$ cat src/rtl/srel_defs.vh
`ifndef SREL_DEFS_VH
`define SREL_DEFS_VH

// status byte and mask width
`define SREL_W          8
// status byte position of the master summary / request for service bit
`define SREL_MSS_BIT    6
// status byte position of the standard event summary bit
`define SREL_ESB_BIT    5
// mask value after a power-on clear
`define SREL_MASK_RST   8'h00
// all-zero byte, used to detect an empty mask
`define SREL_ZERO       8'h00
// reset synchroniser idle value
`define SREL_SYNC_RST   2'h0
// summary position cleared out of the mask before use
`define SREL_MSS_HOLE   8'hBF

`endif

$ cat src/rtl/srel_summary.v
`timescale 1ns/1ps
`include "srel_defs.vh"

// masked or of a bit vector: one and-term per bit, then a reduction
module srel_summary #(
   parameter W = `SREL_W
) (
   input  wire [W-1:0] value,
   input  wire [W-1:0] enable,
   output wire         result
);

   wire [W-1:0] term;

   genvar i;
   generate
      for (i = 0; i < W; i = i + 1) begin : g_term
         assign term[i] = value[i] & enable[i];
      end
   endgenerate

   assign result = |term;

endmodule

$ cat src/rtl/srel_top.v
`timescale 1ns/1ps
`include "srel_defs.vh"

module srel_top #(
   parameter W = `SREL_W
) (
   input  wire         CLK,
   input  wire         NRST,
   input  wire         PSC_FLAG,
   input  wire [W-1:0] STB_IN,
   input  wire [W-1:0] STD_EVENT,
   input  wire [W-1:0] STD_EVENT_EN,
   input  wire         SRE_WR,
   input  wire [W-1:0] SRE_WDATA,
   input  wire         SRE_RD,
   input  wire         STB_RD,
   input  wire         SPOLL,
   input  wire         INST_RST,
   input  wire         RECALL,
   output reg  [W-1:0] SRE_RDATA,
   output reg          SRE_RVALID,
   output reg  [W-1:0] STB_DATA,
   output reg          STB_VALID,
   output reg  [W-1:0] SPOLL_DATA,
   output reg          SPOLL_VALID,
   output reg          CMD_DONE,
   output reg          MSS,
   output reg          SRQ
);

   reg  [1:0]   rst_sync_q;
   wire         rst_n;
   reg          por_pend_q;
   reg  [W-1:0] mask_q;
   reg  [W-1:0] mask_d;
   reg          mss_q;
   reg          rqs_q;
   reg          rqs_d;
   wire         esb;
   wire         mss;
   wire         mss_rise;
   wire         mask_zero;
   wire [W-1:0] mask_eff;
   reg  [W-1:0] stb_base;
   reg  [2:0]   psc_sync_q;
   reg          psc_q;
   reg          psc_d;
   reg  [W-1:0] mask_live;

   // reset released through two flops, asserted at once
   always @(posedge CLK or negedge NRST) begin
      if (!NRST) begin
         rst_sync_q <= `SREL_SYNC_RST;
      end else begin
         rst_sync_q <= {rst_sync_q[0], 1'b1};
      end
   end

   assign rst_n = rst_sync_q[1];

   // one cycle after release the power-on clear decision is taken
   always @(posedge CLK or negedge rst_n) begin
      if (!rst_n) begin
         por_pend_q <= 1'b1;
      end else begin
         por_pend_q <= 1'b0;
      end
   end

   // clear flag comes from the settings store, outside this clock; no reset
   // on these flops so the level is settled before the power-on cycle
   always @(posedge CLK) begin
      psc_sync_q <= {psc_sync_q[1:0], PSC_FLAG};
   end

   always @* begin
      psc_d = psc_q;
      if (psc_sync_q[2] == psc_sync_q[1]) begin
         psc_d = psc_sync_q[2];
      end
   end

   always @(posedge CLK) begin
      psc_q <= psc_d;
   end

   // mask carries no async reset so it can survive a power cycle when the
   // clear flag is zero; until first written it is then undefined
   always @* begin
      mask_d = mask_q;
      if (!rst_n) begin
         mask_d = mask_q;
      end else if (por_pend_q) begin
         if (psc_q) begin
            mask_d = `SREL_MASK_RST;
         end
      end else if (SRE_WR) begin
         mask_d = SRE_WDATA;
      end
      // reset and recall strobes deliberately have no term here
   end

   always @(posedge CLK) begin
      mask_q <= mask_d;
   end

   // a mask about to be cleared at power on must not raise a request
   // in the clearing cycle itself
   always @* begin
      mask_live = mask_q;
      if (por_pend_q && psc_q) begin
         mask_live = `SREL_MASK_RST;
      end
   end

   // summary position itself never feeds the summary, avoiding a loop
   assign mask_eff  = mask_live & `SREL_MSS_HOLE;
   assign mask_zero = (mask_live == `SREL_ZERO);

   srel_summary #(
      .W (W)
   ) u_esb (
      .value  (STD_EVENT),
      .enable (STD_EVENT_EN),
      .result (esb)
   );

   always @* begin
      stb_base = STB_IN;
      stb_base[`SREL_ESB_BIT] = esb;
      stb_base[`SREL_MSS_BIT] = 1'b0;
   end

   srel_summary #(
      .W (W)
   ) u_mss (
      .value  (stb_base),
      .enable (mask_eff),
      .result (mss)
   );

   assign mss_rise = mss & ~mss_q;

   // a rise in the poll cycle wins, so a fresh request is never lost
   always @* begin
      rqs_d = rqs_q;
      if (mask_zero) begin
         rqs_d = 1'b0;
      end else if (mss_rise) begin
         rqs_d = 1'b1;
      end else if (SPOLL) begin
         rqs_d = 1'b0;
      end
   end

   always @(posedge CLK or negedge rst_n) begin
      if (!rst_n) begin
         mss_q <= 1'b0;
         rqs_q <= 1'b0;
         MSS   <= 1'b0;
         SRQ   <= 1'b0;
      end else begin
         mss_q <= mss;
         rqs_q <= rqs_d;
         MSS   <= mss;
         SRQ   <= rqs_d;
      end
   end

   // mask side: query reply and command acknowledge, nothing is cleared
   always @(posedge CLK or negedge rst_n) begin
      if (!rst_n) begin
         SRE_RDATA  <= `SREL_ZERO;
         SRE_RVALID <= 1'b0;
         CMD_DONE   <= 1'b0;
      end else begin
         SRE_RVALID <= SRE_RD & ~por_pend_q;
         CMD_DONE   <= (SRE_WR | INST_RST | RECALL) & ~por_pend_q;
         if (SRE_RD) begin
            SRE_RDATA <= mask_q;
         end
      end
   end

   // status byte query answers one cycle after the strobe
   always @(posedge CLK or negedge rst_n) begin
      if (!rst_n) begin
         STB_DATA  <= `SREL_ZERO;
         STB_VALID <= 1'b0;
      end else begin
         STB_VALID <= STB_RD & ~por_pend_q;
         if (STB_RD) begin
            STB_DATA <= stb_base | ({{(W-1){1'b0}}, mss} << `SREL_MSS_BIT);
         end
      end
   end

   // serial poll reply
   always @(posedge CLK or negedge rst_n) begin
      if (!rst_n) begin
         SPOLL_DATA  <= `SREL_ZERO;
         SPOLL_VALID <= 1'b0;
      end else begin
         SPOLL_VALID <= SPOLL & ~por_pend_q;
         if (SPOLL) begin
            // poll returns the request bit as it stood before this poll
            SPOLL_DATA <= stb_base | ({{(W-1){1'b0}}, rqs_q} << `SREL_MSS_BIT);
         end
      end
   end

endmodule

$ cat config.mk
export PLATFORM = sky130hd
export DESIGN_NAME = srel_top
export DESIGN_NICKNAME = d
export VERILOG_FILES = /design/src/rtl/srel_summary.v /design/src/rtl/srel_top.v
export VERILOG_INCLUDE_DIRS = /design/src /design/src/rtl
export SDC_FILE = /design/constraint.sdc
export NUM_CORES = 1
export LEC_CHECK = 0
export ABC_AREA = 1
export BUFFER_PORTS_ARGS = -buffer_cell sky130_fd_sc_hd__buf_2
export CELL_PAD_IN_SITES_DETAIL_PLACEMENT = 0
export CELL_PAD_IN_SITES_GLOBAL_PLACEMENT = 1
export CORE_MARGIN = 1
export CORE_UTILIZATION = 37
export CTS_CLUSTER_DIAMETER = 30
export DETAILED_ROUTE_END_ITERATION = 6
export GPL_TIMING_DRIVEN = 0
export PLACE_DENSITY = 0.86
export SETUP_SLACK_MARGIN = 0.4
export SLEW_MARGIN = 0
export SYNTH_ARGS = -nofsm -noshare
export SYNTH_HDL_FRONTEND = slang
export SYNTH_SLANG_ARGS = --single-unit
$ cat constraint.sdc
create_clock -name CLK -period 2.45 [get_ports CLK]
set_input_delay 0 -clock CLK [delete_from_list [all_inputs] [get_ports CLK]]
set_output_delay 0 -clock CLK [all_outputs]
set_load 0.1 [all_outputs]
# After elaboration in Yosys (flattened, before gate mapping)
# Cells that the tools add are included.
# word_totals
regBits	45
# op_classes
eq_ne	2
n_mux	7
bitwise	26
n_reduce_logical	7
# op_table
op	n
$mux 8	4
$and 1x1->1	20
$or 8x7->8	2
$logic_not 8->1	1
$reduce_or 8->1	1
$reduce_or 7->1	1
$mux 1	3
$reduce_and 3->1	1
$reduce_bool 3->1	1
$ne 2x1->1 const B	1
$not 1->1	2
$or 1x1->1	2
$reduce_bool 2->1	1
$eq 1x1->1	1
$logic_and 1x1->1	1

# Depth between registers and ports, before layout
# logic_depth
depth_word	7
ltp_mapped	8
mapped_depth_nobuf	8

# Modules after synthesis
# A second synthesis with hierarchy kept.
# hier_totals
hier_cells	203
hier_area_um2	1793.0
# by_module_without_submodules
mod	instances	cells_each	area_per_inst_um2
srel_top	1	173	1680.4
srel_summary	2	15	56.3

# Worst setup path after synthesis
# OpenSTA, ideal clock, no wires.
# synth_path
path_kind	flip-flop to flip-flop
startpoint	reg rst_sync_q[1]
endpoint	reg mask_q[0] (enable)
t_arrival_ns	1.548
path_slack_ns	0.526
path_stages_with_launch	2
n_path_buf	0
period_less_slack_ns	1.924
path_cell_list	dfrtp_1 a21boi_1
# synth_via
elab_chain_len	1
# synth_rtl
item	line	source
from (decl)	srel_top.v:31	reg [1:0] rst_sync_q;
from (signal assigned)	srel_top.v:53	rst_sync_q <= `SREL_SYNC_RST;
from (signal assigned)	srel_top.v:55	rst_sync_q <= {rst_sync_q[0], 1'b1};
$reduce_and 3->1 (no source line)	n/a	
to (signal assigned)	srel_top.v:104	mask_q <= mask_d;
to (decl)	srel_top.v:34	reg [W-1:0] mask_q;
# No other way between the ends.
# A chain may end at the register's enable or synchronous reset.

# Worst setup path in the final report
# layout_path
startpoint	reg rst_sync_q[1]
endpoint	reg mask_q[2] (enable)
# The elaborated chain is that of the path after synthesis.

==> impl_metrics.ini <==
[layout]
diodes = 0
final-seq-area_mm2 = 0.00116
n_fill_cell = 432
nets = 321
multi_input_area_um2 = 519
drive_gt1_frac = 0.325
area_growth_syn_to_layout_pct = 37.1

[clock_tree]
clock-sinks = 45
tritoncts = built
cts-root-buf = clkbuf_8
clk_pin_slew_ps = 70
postCtsSetupBuffers = 0
cts_buffers = 5
cts_max_level = 2
insertion_delay_ps = 290
cts_buffer_depth = 2

[setup_path]
crit_chain = a21boi_2
crit_path_end_kind = flip-flop
crit_buf_inv = 0
critPathRequiredTime_ps = 2390
arrival_ps = 1600
worst_path_largest_cell_delay_ps = 810
path_max_fanout = 32
crit_type = flip-flop to flip-flop
crit_family = flip-flops
start_kind = flip-flop
critPathSlowestCell = dfrtp_2
r2r_slack_ps = 800

[sta]
fmax_mhz = 605
setup_tns_ps = 0
setup_viol = 0
maxSlewViolCount = 0
whs_ps = 8.21
hold_viol = 0
fin_worst_skew_ps = 5.10
worstMarginPinSlew_ps = 682
min_period_ps = 1650
max-slew-margin-rel = 0.546
fin_crit_sh = 0.675
rsz0062_at_grt = no

[pwr]
powerDensity_mw_per_mm2 = 758
swShare = 0.371
vdd_drop_max_uv = 379
seqPwrFrac = 0.472
power_frac_comb = 0.285
p_total_w = 0.00183
pwr-share-clk = 0.243
switching_power_w = 0.000678
internal-power_w = 0.00115
cellLeakagePower_nw = 1.30

[global_routing]
grt_pass1_wl_mm = 6.70
antenna_found_initial = 0
grt_max_degree = 33
overflow = 0
gr-usage-all-layers = 0.177
grt_pass1_vias = 1545

[floorplan]
die_y_um = 70.9
core_area_mm2 = 0.00444
ioPinCount = 71
dieArea_mm2 = 0.00503
rows = 24
start_util = 0.395
die_width_um = 70.9

[yosys]
yosys_warnings = 0
avgSynthCellArea_um2 = 9.25
synth_cell_types = 21
synth-seq-cells = 45
ys_seq_area_frac = 0.659
syn_inst = 190
syn_nets = 231
synthesis.area_mm2 = 0.00176

[place]
hpwlAfterDp_mm = 2.80
io_buffers = 67
gp_congestion = 0.741

[drt]
postRouteAntennaNets = 0
wl_per_cell_um = 11.5
num_vias = 1440
vias_per_cell = 4.34
drcViolationCount = 14
dr.pass1.iters = 6
wl_mm = 3.82
drtIter0Drc = 89

[flow_run]
drv_cap = 0

[status]
violations = design-rule violations
status = finished, violations left

[worst_hold_path]
hp-class = input port to flip-flop
-- registers in the layout, summed over array words and instances (netlist names) --
register     flops
CMD_DONE         1
SPOLL_DATA       8
SPOLL_VALID      1
SRE_RDATA        8
SRE_RVALID       1
STB_DATA         8
STB_VALID        1
mask_q           8
mss_q            1
por_pend_q       1
psc_q            1
psc_sync_q       3
rqs_q            1
rst_sync_q       2
-- metrics by stage --
step	area, um2	utilization	std cells	worst slack, ps
after CTS	2400	0.541	332	506
after floorplan	1760	-	190	526
after global routing	2410	0.542	332	600
after detailed placement	2160	0.485	309	80.9
after global placement	2160	0.485	309	144
final	2410	0.542	332	797
-- cells by family after synthesis --
| group | Yosys count | synth area share |
|---|---|---|
| compound gates | 10 | 0.0342 |
| xor+xnor | 1 | 0.00499 |
| buf+inv | 21 | 0.0477 |
| flops | 45 | 0.659 |
| other cells | 2 | 0.00428 |
| simple gates | 111 | 0.250 |
-- cell usage after synthesis, drive strengths merged --
library cell | n | area share
a21boi | 1 | 0.0043
dfstp | 1 | 0.015
dfrtp | 32 | 0.46
nor3 | 1 | 0.0028
o21ai | 4 | 0.011
nand2 | 88 | 0.20
edfxtp | 9 | 0.15
dfxtp | 3 | 0.034
xnor2 | 1 | 0.0050
a31oi | 3 | 0.011
a21oi | 2 | 0.0078
conb | 2 | 0.0043
nor2 | 21 | 0.048
buf | 4 | 0.011
inv | 17 | 0.036
nand3 | 1 | 0.0028
-- power groups by stage --
stage                     Clock, W  Combinational, W  Sequential, W
after floorplan                  0         0.0000822        0.00119
after global placement           0          0.000499       0.000876
after detailed placement         0          0.000503       0.000878
after CTS                 0.000461          0.000523       0.000863
after global routing      0.000487          0.000552       0.000872
final                     0.000443          0.000521       0.000862
-- cell type report --
type | count | share of cell area
Tap cell | 52 | 0.0270
Multi-Input combinational cell | 124 | 0.216
Timing Repair Buffer | 83 | 0.206
Inverter | 17 | 0.0265
Clock buffer | 7 | 0.0358
Sequential cell | 45 | 0.481
Buffer | 4 | 0.00831
-- per-layer routing --
metal  global-route usage  up-vias  share of wire
li1                     -      757              -
met1                0.201      631           0.44
met2                0.322       45           0.49
met3               0.0385        7          0.048
met4               0.0733        0          0.016
met5                    0        -              0
-- cell usage in the layout, fill, tap and decap left out --
cell	synthesis	final
buf_2	4	71
nor2_2	2	2
o21ai_1	3	3
dfrtp_2	0	1
edfxtp_1	9	9
xnor2_1	1	1
nor3_1	1	1
a21oi_1	1	1
clkbuf_8	0	6
nand2_2	6	6
dfxtp_1	3	3
clkbuf_1	0	1
dlygate4sd3_1	0	16
a21oi_2	1	1
dfrtp_1	32	31
conb_1	2	2
a21boi_2	0	1
inv_1	15	15
dfstp_2	1	1
nor2_1	19	19
nand3_1	1	1
o21ai_0	1	1
inv_2	2	2
a31oi_1	3	3
nand2_1	82	82
-- path summary, 6_finish.rpt --
check	startpoint	end	depth (start not counted)
max in group asynchronous	rst_sync_q[1]	SRE_RDATA[5]	0
min in group asynchronous	NRST	rst_sync_q[1]	2
hold reg to reg	rst_sync_q[1]	SRE_RDATA[6]	0
setup reg to reg	rst_sync_q[1]	mask_q[2]	1
hold / removal	SRE_WDATA[1]	mask_q[1]	3
setup / recovery	rst_sync_q[1]	mask_q[2]	1
-- repair_timing --
| item | 4_1_cts | 5_1_grt |
|---|---|---|
| hold buffers | 16 | 0 |
| gates resized for setup | 1 | 1 |
| endpoints found under the hold margin | 24 | 0 |
| gates cloned | 0 | 0 |
| setup endpoints to repair | 8 | 8 |
(Power assumes the default switching activity.)
